$ cat src/logic/fantp_pkg.sv
package fantp_pkg;

  // ==========================================================
  // register map
  localparam logic [7:0] ADDR_TEST_REQ = 8'h1C;
  localparam logic [7:0] ADDR_PRESENT = 8'h1D;
  localparam logic [7:0] ADDR_TEST_EN = 8'h1E;
  localparam logic [7:0] ADDR_CFG1 = 8'h21;
  localparam logic [7:0] ADDR_CFG2 = 8'h22;
  localparam logic [7:0] ADDR_CFG3 = 8'h23;
  localparam logic [7:0] ADDR_CFG4 = 8'h24;

  // ==========================================================
  // reset values
  localparam logic [7:0] RST_TEST_REQ = 8'h00;
  localparam logic [7:0] RST_PRESENT = 8'h00;
  localparam logic [7:0] RST_TEST_EN = 8'h00;
  localparam logic [7:0] RST_CFG1 = 8'h11;
  localparam logic [7:0] RST_CFG2 = 8'h31;
  localparam logic [7:0] RST_CFG3 = 8'h51;
  localparam logic [7:0] RST_CFG4 = 8'h71;
  localparam logic [31:0] RST_CFG_ALL = {RST_CFG4, RST_CFG3, RST_CFG2, RST_CFG1};

  // ==========================================================
  // timing: clock 4 ns, millisecond tick derived from it
  localparam int CLK_PERIOD_PS = 32'h0000_0FA0;  // 4000 ps
  localparam int MS_PS = 32'h3B9A_CA00;  // 1 ms in ps
  localparam int MS_CYCLES = MS_PS / CLK_PERIOD_PS;
  // timeout figures in ms
  localparam logic [14:0] TMO_NONE_MS = 15'h0000;
  localparam logic [14:0] TMO_100_MS = 15'h0064;
  localparam logic [14:0] TMO_250_MS = 15'h00FA;
  localparam logic [14:0] TMO_400_MS = 15'h0190;
  localparam logic [14:0] TMO_667_MS = 15'h029B;
  localparam logic [14:0] TMO_1000_MS = 15'h03E8;
  localparam logic [14:0] TMO_2000_MS = 15'h07D0;
  localparam logic [14:0] TMO_32000_MS = 15'h7D00;
  // ramp step period in ms; code 000 then needs about 35 s for 33..100 %
  localparam logic [9:0] RAMP_STEP_MS = 10'h0CD;
  localparam logic [9:0] RAMP_SLOW_MUL = 10'h004;

  // ==========================================================
  // types
  typedef enum logic [2:0] {
    SRC_LOCAL = 3'h0,
    SRC_REM1 = 3'h1,
    SRC_REM2 = 3'h2,
    SRC_REM3 = 3'h3,
    SRC_OFF = 3'h4,
    SRC_MAX_LR3 = 3'h5,
    SRC_MAX_ALL = 3'h6,
    SRC_MANUAL = 3'h7
  } fantp_src_e;

  // gray steps idle -> run -> done; done -> idle flips both bits
  typedef enum logic [1:0] {
    T_IDLE = 2'h0,
    T_RUN = 2'h1,
    T_DONE = 2'h3
  } fantp_test_e;

  typedef struct packed {
    logic [2:0] control_source_select;
    logic output_polarity_invert;
    logic ramp_stretch;
    logic [2:0] spin_timeout;
  } fantp_cfg_s;

  typedef struct packed {
    logic [7:0] addr;
    logic [7:0] wdata;
    logic wr;
    logic rd;
  } fantp_bus_s;

  // timeout code to milliseconds, 0 means none
  function automatic logic [14:0] fantp_tmo_ms(input logic [2:0] code);
    logic [14:0] ms;
    ms = TMO_NONE_MS;
    unique case (code)
      3'h0: ms = TMO_NONE_MS;
      3'h1: ms = TMO_100_MS;
      3'h2: ms = TMO_250_MS;
      3'h3: ms = TMO_400_MS;
      3'h4: ms = TMO_667_MS;
      3'h5: ms = TMO_1000_MS;
      3'h6: ms = TMO_2000_MS;
      3'h7: ms = TMO_32000_MS;
    endcase
    return ms;
  endfunction

  // ramp rate code to duty slots added per step
  function automatic logic [7:0] fantp_ramp_step(input logic [2:0] code);
    logic [7:0] st;
    st = 8'h01;
    unique case (code)
      3'h0: st = 8'h01;
      3'h1: st = 8'h02;
      3'h2: st = 8'h03;
      3'h3: st = 8'h05;
      3'h4: st = 8'h08;
      3'h5: st = 8'h0C;
      3'h6: st = 8'h18;
      3'h7: st = 8'h30;
    endcase
    return st;
  endfunction

endpackage

$ cat src/logic/fantp_chan.sv
`timescale 1ns/10ps
// one pwm channel: source pick, acoustic ramp, pwm with polarity
module fantp_chan (
  input wire logic clk_sys,
  input wire logic rst_b,
  input wire logic ms_tick,
  input wire fantp_pkg::fantp_cfg_s cfg,
  input wire logic ea_en,
  input wire logic [2:0] ea_rate,
  input wire logic [3:0][7:0] temp_demand,
  input wire logic [7:0] manual_duty,
  input wire logic hold,
  output logic pwm_pin,
  output logic [7:0] duty
);
  import fantp_pkg::*;

  typedef struct packed {
    logic [7:0] duty;
    logic [9:0] ramp_cnt;
    logic [7:0] pwm_cnt;
    logic pin;
  } fantp_chan_s;

  fantp_chan_s q_reg;
  fantp_chan_s q_next;
  logic [7:0] target;
  logic [9:0] period;
  logic [8:0] sum;

  // ==========================================================
  // target duty from the selected source
  always_comb begin
    target = 8'h00;
    unique case (fantp_src_e'(cfg.control_source_select))
      SRC_LOCAL, SRC_REM1, SRC_REM2, SRC_REM3: begin
        target = temp_demand[cfg.control_source_select[1:0]];
      end
      SRC_OFF: target = 8'h00;
      SRC_MAX_LR3: begin
        target = (temp_demand[0] > temp_demand[3]) ? temp_demand[0] : temp_demand[3];
      end
      SRC_MAX_ALL: begin
        target = temp_demand[0];
        for (int i = 1; i < 4; i++) begin
          if (temp_demand[i] > target) begin
            target = temp_demand[i];
          end
        end
      end
      SRC_MANUAL: target = manual_duty;
    endcase
    if (hold) begin
      target = 8'h00;  // fan freewheels while tested
    end
  end

  // ==========================================================
  // ramp and pwm; only rises are slowed, falls follow at once
  always_comb begin
    q_next = q_reg;
    period = cfg.ramp_stretch ? 10'(RAMP_STEP_MS * RAMP_SLOW_MUL) : RAMP_STEP_MS;
    sum = {1'b0, q_reg.duty} + {1'b0, fantp_ramp_step(ea_rate)};
    q_next.pwm_cnt = q_reg.pwm_cnt + 8'h01;
    if (!ea_en || target <= q_reg.duty) begin
      q_next.duty = target;
      q_next.ramp_cnt = 10'h000;
    end else if (ms_tick) begin
      if (q_reg.ramp_cnt >= period - 10'h001) begin
        q_next.ramp_cnt = 10'h000;
        q_next.duty = (sum > {1'b0, target}) ? target : sum[7:0];
      end else begin
        q_next.ramp_cnt = q_reg.ramp_cnt + 10'h001;
      end
    end
    q_next.pin = (q_reg.pwm_cnt < q_reg.duty) ^ cfg.output_polarity_invert;
  end

  // state register
  always_ff @(posedge clk_sys or negedge rst_b) begin
    if (!rst_b) begin
      q_reg <= '0;
    end else begin
      q_reg <= q_next;
    end
  end

  assign pwm_pin = q_reg.pin;
  assign duty = q_reg.duty;
endmodule

$ cat src/logic/fantp_regs.sv
`timescale 1ns/10ps
// fan test and pwm configuration register bank with channel logic
module fantp_regs #(
  parameter int TICK_CYCLES = fantp_pkg::MS_CYCLES
) (
  input wire logic clk_sys,
  input wire logic rst_b,
  input wire fantp_pkg::fantp_bus_s bus,
  output logic [7:0] rd_data,
  input wire logic sw_reset,
  input wire logic lock_set,
  input wire logic [3:0][7:0] temp_demand,
  input wire logic [3:0][7:0] manual_duty,
  input wire logic [3:0] ea_en,
  input wire logic [3:0][2:0] ea_rate,
  output logic [3:0] pwm_pin,
  output logic [3:0][7:0] pwm_duty,
  output logic [7:0] test_active,
  output logic [7:0] fan_present,
  output logic reg_locked
);
  import fantp_pkg::*;

  typedef struct packed {
    logic [7:0] test_req;
    logic [7:0] present;
    logic [7:0] test_en;
    fantp_cfg_s [3:0] cfg;
    logic locked;
    fantp_test_e [7:0] tst;
    logic [7:0][14:0] tcnt;
    logic [17:0] tick_cnt;
    logic tick;
    logic [7:0] rdata;
  } fantp_top_s;

  localparam logic [17:0] TICK_LAST = 18'(TICK_CYCLES - 1);

  fantp_top_s q_reg;
  fantp_top_s q_next;
  logic wr_ok;
  logic wr_req;
  logic [7:0] act;
  logic [3:0] hold;
  logic [14:0] limit;

  // ==========================================================
  // write qualification: lock blocks every write until power-on
  assign wr_ok = bus.wr && !q_reg.locked;
  assign wr_req = wr_ok && bus.addr == ADDR_TEST_REQ;

  // ==========================================================
  // next state
  always_comb begin
    q_next = q_reg;
    limit = TMO_NONE_MS;
    // millisecond time base shared by tests and ramps
    q_next.tick = (q_reg.tick_cnt == TICK_LAST);
    q_next.tick_cnt = q_next.tick ? 18'h00000 : q_reg.tick_cnt + 18'h00001;
    // lock is sticky; only the async reset releases it
    if (lock_set) begin
      q_next.locked = 1'b1;
    end
    // register writes
    if (wr_ok) begin
      unique case (bus.addr)
        ADDR_TEST_REQ: q_next.test_req = bus.wdata & q_reg.test_en;
        ADDR_PRESENT: q_next.present = bus.wdata;
        ADDR_TEST_EN: q_next.test_en = bus.wdata;
        ADDR_CFG1: q_next.cfg[0] = bus.wdata;
        ADDR_CFG2: q_next.cfg[1] = bus.wdata;
        ADDR_CFG3: q_next.cfg[2] = bus.wdata;
        ADDR_CFG4: q_next.cfg[3] = bus.wdata;
        default: q_next.present = q_reg.present;
      endcase
    end
    // per-fan test sequence; fan k is driven by channel k/2
    for (int k = 0; k < 8; k++) begin
      limit = fantp_tmo_ms(q_reg.cfg[k / 2].spin_timeout);
      unique case (q_reg.tst[k])
        T_IDLE: begin
          if (q_reg.test_req[k] && q_reg.test_en[k]) begin
            q_next.tst[k] = T_RUN;
            q_next.tcnt[k] = 15'h0000;
          end else if (q_reg.test_req[k] && !wr_req) begin
            q_next.test_req[k] = 1'b0;
          end
        end
        T_RUN: begin
          if (!q_next.test_req[k]) begin
            q_next.tst[k] = T_IDLE;  // aborted by a write of 0
          end else if (q_reg.tcnt[k] >= limit) begin
            q_next.tst[k] = T_DONE;
          end else if (q_reg.tick) begin
            q_next.tcnt[k] = q_reg.tcnt[k] + 15'h0001;
          end
        end
        T_DONE: begin
          q_next.tst[k] = T_IDLE;
          // a request written in this same cycle wins over the clear
          if (!(wr_req && bus.wdata[k])) begin
            q_next.test_req[k] = 1'b0;
          end
        end
        default: q_next.tst[k] = T_IDLE;
      endcase
    end
    // software reset restores defaults unless locked
    if (sw_reset && !q_reg.locked) begin
      q_next.test_req = RST_TEST_REQ;
      q_next.present = RST_PRESENT;
      q_next.test_en = RST_TEST_EN;
      q_next.cfg = RST_CFG_ALL;
      for (int k = 0; k < 8; k++) begin
        q_next.tst[k] = T_IDLE;
      end
    end
    // read data, one cycle after the strobe; unmapped reads as zero
    q_next.rdata = 8'h00;
    if (bus.rd) begin
      unique case (bus.addr)
        ADDR_TEST_REQ: q_next.rdata = q_reg.test_req;
        ADDR_PRESENT: q_next.rdata = q_reg.present;
        ADDR_TEST_EN: q_next.rdata = q_reg.test_en;
        ADDR_CFG1: q_next.rdata = q_reg.cfg[0];
        ADDR_CFG2: q_next.rdata = q_reg.cfg[1];
        ADDR_CFG3: q_next.rdata = q_reg.cfg[2];
        ADDR_CFG4: q_next.rdata = q_reg.cfg[3];
        default: q_next.rdata = 8'h00;
      endcase
    end
  end

  // state register; configs come up on their own sources
  always_ff @(posedge clk_sys or negedge rst_b) begin
    if (!rst_b) begin
      q_reg <= '0;
      q_reg.cfg <= RST_CFG_ALL;
    end else begin
      q_reg <= q_next;
    end
  end

  // ==========================================================
  // channels; a channel idles while either of its fans is tested
  always_comb begin
    for (int k = 0; k < 8; k++) begin
      act[k] = (q_reg.tst[k] != T_IDLE);
    end
    for (int c = 0; c < 4; c++) begin
      hold[c] = act[2 * c] | act[2 * c + 1];
    end
  end

  for (genvar c = 0; c < 4; c++) begin : g_chan
    fantp_chan u_chan (
      .clk_sys(clk_sys),
      .rst_b(rst_b),
      .ms_tick(q_reg.tick),
      .cfg(q_reg.cfg[c]),
      .ea_en(ea_en[c]),
      .ea_rate(ea_rate[c]),
      .temp_demand(temp_demand),
      .manual_duty(manual_duty[c]),
      .hold(hold[c]),
      .pwm_pin(pwm_pin[c]),
      .duty(pwm_duty[c])
    );
  end

  assign rd_data = q_reg.rdata;
  assign test_active = act;
  assign fan_present = q_reg.present;
  assign reg_locked = q_reg.locked;
endmodule

$ cat config.mk
export PLATFORM = sky130hd
export DESIGN_NAME = fantp_regs
export DESIGN_NICKNAME = d
export VERILOG_FILES = /design/src/logic/fantp_pkg.sv /design/src/logic/fantp_chan.sv /design/src/logic/fantp_regs.sv
export SDC_FILE = /design/constraint.sdc
export NUM_CORES = 1
export LEC_CHECK = 0
export ABC_AREA = 1
export ABC_CLOCK_PERIOD_IN_PS = 4910
export BUFFER_PORTS_ARGS = -buffer_cell sky130_fd_sc_hd__buf_2
export CAP_MARGIN = 15
export CELL_PAD_IN_SITES_DETAIL_PLACEMENT = 1
export CELL_PAD_IN_SITES_GLOBAL_PLACEMENT = 1
export CORE_MARGIN = 4
export CORE_UTILIZATION = 47
export DETAILED_ROUTE_END_ITERATION = 10
export PLACE_DENSITY_LB_ADDON = 0.15
export SYNTH_ARGS = -nofsm -noshare
export SYNTH_HDL_FRONTEND = slang
export SYNTH_SLANG_ARGS = --single-unit
$ cat constraint.sdc
create_clock -name clk_sys -period 4.91 [get_ports clk_sys]
set_input_delay 0.491 -clock clk_sys [delete_from_list [all_inputs] [get_ports clk_sys]]
set_output_delay 0.491 -clock clk_sys [all_outputs]
set_load 0.1 [all_outputs]
==> results.yml <==
outcome:
  outcome: "finished with violations"
  violations: "max-capacitance violations, max-slew violations, negative setup slack"
power:
  power.density_nw_per_um2: 515
  vdd_drop_max_uv: 303
  leakage_nw: 17.5
sta:
  fin_crit_sh: 1.40
  hold_viol: 0
  setup_viol: 72
  fin_skew_ns: 0.0174
  timing.final.max_slew_violations: 5
  rsz0062_at_grt: "true"
  slew_headroom: -0.0885
  period_minus_slack_ns: 6.88
  clock.fmax_mhz: 145
  worst_slack_ns: -1.97
  tns_ns: -113.65
  tightest_slew_ns: 1.62
critical_path:
  critPathBufInv: 12
  path_class: "primary input to flop"
  cp.arrival_ns: 7.35
  r2r_end: "g_chan[0].u_chan.duty[7]"
  critPathMaxStageDelay_ns: 0.38
  crit_path_end_kind: "flop"
  r2r_setup_slack_ns: -0.19
  required_ns: 5.38
  startpoint_type: "primary input"
  path_max_fanout: 8
  crit_top_cell: "buf_6"
  crit_slowest_cell: "nor2_4"
  r2r-start: "q_reg[171]"
  rr_worst_depth: 18
  critPathTopFamily: "simple AND/OR/NAND/NOR gates"
global_routing:
  grt_max_degree: 139
  grt.overflow.total: 0
  grt_antenna_before_repair: 5
  grtUsageTotal: 0.319
  grt_pass1_vias: 30200
  grt_first_pass_wirelength_mm: 165
drt:
  wl_mm: 123
  dr.pass1.iters: 6
  drtIter0Drc: 2417
  detail_route.vias_per_cell: 6.11
  drtAntennaViolNets: 0
  drc_errors: 0
  vias: 30300
  wl_per_cell_um: 24.8
cts:
  cts.sinks: 328
  cts_tree: "yes"
  clk_pin_slew_ns: 0.06
  htreeDepth: 2
  cts_buffers: 42
  cts_root_buf: "clkbuf_16"
  worstSkewPairLatency_ns: 0.59
  cts_buffer_depth: 3
placement:
  placed_cell_area_sq_um: 30900
  portBuffers: 162
  dp_cells: 4799
  pre_cts_slack_ns: -1.62
  dp_hpwl_mm: 74.0
  gp_congestion: 0.961
finish:
  num-fill-cells: 7243
  fin_area_sq_um: 35700
  largest_register_ffs: 203
  fin_nets: 4651
  fin_cells: 4967
  syn2layout_area_growth_pct: 26.0
  register_area_sq_um: 8220
  drive_gt1_frac: 0.233
  multi_input_area_sq_um: 19600
synth:
  ys_types: 68
  ys_seq_area_frac: 0.290
  yosys-top-cells-count: "864 x nand2_1, 559 x inv_1, 384 x ha_1"
  synth_top_cells_by_area: "dfrtp_1 28%, ha_1 17%, nand2_1 11%, inv_1 7.4%, o21ai_0 4.1%"
  synth_top_area_frac: 0.279
  synth_warnings: 0
  synth-main-ff-cell: "dfrtp_1"
  syn_inst: 3798
  synth_nets: 4288
  ys_seq_elements: 328
  synthArstFlopShare: 1.00
  synth.avg_cell_area_sq_um: 7.45
  synth_enable_flop_cells: 0
  synth_top_cell_by_area: "dfrtp_1"
  yosysMostFrequentCell: "nand2_1"
  syn_area_sq_um: 28300
floorplan:
  rows: 89
  initial_utilization: 0.477
  die_area_sq_um: 64200
  design.core.area_sq_um: 59400
  dieHeight_um: 253
  die_x_um: 253
  pin_count: 163
min_path:
  holdCritStartpoint: "lock_set"
  hold_depth: 2
  hold_path_class: "primary input to flop"
  min_to: "reg_locked"
flow_run:
  drv_cap: 2
==> area by class of cell <==
cell class	instances	area share
timing repair buffer	427	0.0884
sequential	328	0.231
clock inverter	20	0.00859
clock buffer	55	0.0331
tap	773	0.0271
antenna	2	0.000140
multi-input combinational	2776	0.549
inverter	586	0.0627
==> routing by layer <==
layer / global-route usage / part of all wire / vias to the layer above
met5: 0 / 0.00059 / -
met4: 0.155 / 0.072 / 8
met3: 0.0576 / 0.084 / 618
met2: 0.524 / 0.46 / 1423
met1: 0.405 / 0.39 / 14800
li1: - / - / 13500
==> worst max path at each step <==
stage / slack, ns / cells after the start / to / start
floorplan: -0.68 / 45 / g_chan[1].u_chan.q_reg[17] / temp_demand[6]
global placement: -1.38 / 45 / g_chan[1].u_chan.q_reg[17] / temp_demand[15]
detailed placement: -1.62 / 46 / g_chan[1].u_chan.q_reg[17] / temp_demand[7]
CTS: -0.53 / 48 / g_chan[1].u_chan.q_reg[17] / temp_demand[4]
global route: -2.19 / 46 / g_chan[0].u_chan.duty[2] / temp_demand[7]
finish: -1.97 / 45 / g_chan[0].u_chan.duty[7] / temp_demand[7]
==> power by group <==
part | total, mW | internal, mW | switching (mW) | leakage (nW)
Combinational | 11.5 | 3.84 | 7.66 | 12.4
Clock | 3.45 | 2.07 | 1.38 | 0.727
Sequential | 3.42 | 3.04 | 0.383 | 4.35
==> logic make-up after synthesis <==
family	count (synthesis)	synth area share
xor gates and xnor gates	135	0.0418
buffers and inverters	697	0.101
DFF	328	0.290
adders and majority gates	388	0.173
AOI/OAI and AO/OA	743	0.163
and+or+nand+nor	1507	0.231
==> worst register-to-register path, stage by stage (launching register included) <==
cell        delay, ns
dfrtp_1          0.53
clkinv_1         0.67
nor2_1           1.06
nand3_1          0.23
nand2_1          0.16
nand2_2          0.09
inv_2            0.08
ha_4             0.21
a21oi_4          0.14
nor2_4           0.04
a211oi_2         0.22
o221ai_2         0.18
nand2_2          0.19
buf_6            0.13
nor2_4           0.05
nor2_4           0.38
clkinvlp_4       0.36
nand2_1          0.18
nand2_1          0.08
==> cells in the final DEF, fill, tap and decap left out, drive strengths merged, types with 119 or more instances in the layout <==
cell and instances:
nand2 879, inv 567, buf 425, ha 384, dfrtp 316, o21ai 251
nor2 223, a21oi 219, nand3 170, xor2 119
==> per-stage QoR <==
step           power, mW   util  hold WS, ns
2_1_floorplan       9.18      -        0.195
3_3_place_gp        11.3  0.521        0.453
3_5_place_dp        11.5  0.521        0.461
4_1_cts             16.0  0.575       0.0727
5_1_grt             19.2  0.601       0.0931
6_report            18.4  0.601       0.0987
==> timing repair <==
action | 4_1_cts | 5_1_grt
hold buffers | 1 | 0
pin swaps | 84 | 116
setup endpoints to repair | 72 | 72
setup buffers | 50 | 46
resized for setup | 304 | 291
gates cloned | 4 | 1
endpoints found under the hold margin | 69 | 0
Power figures use the tool's default switching activity.
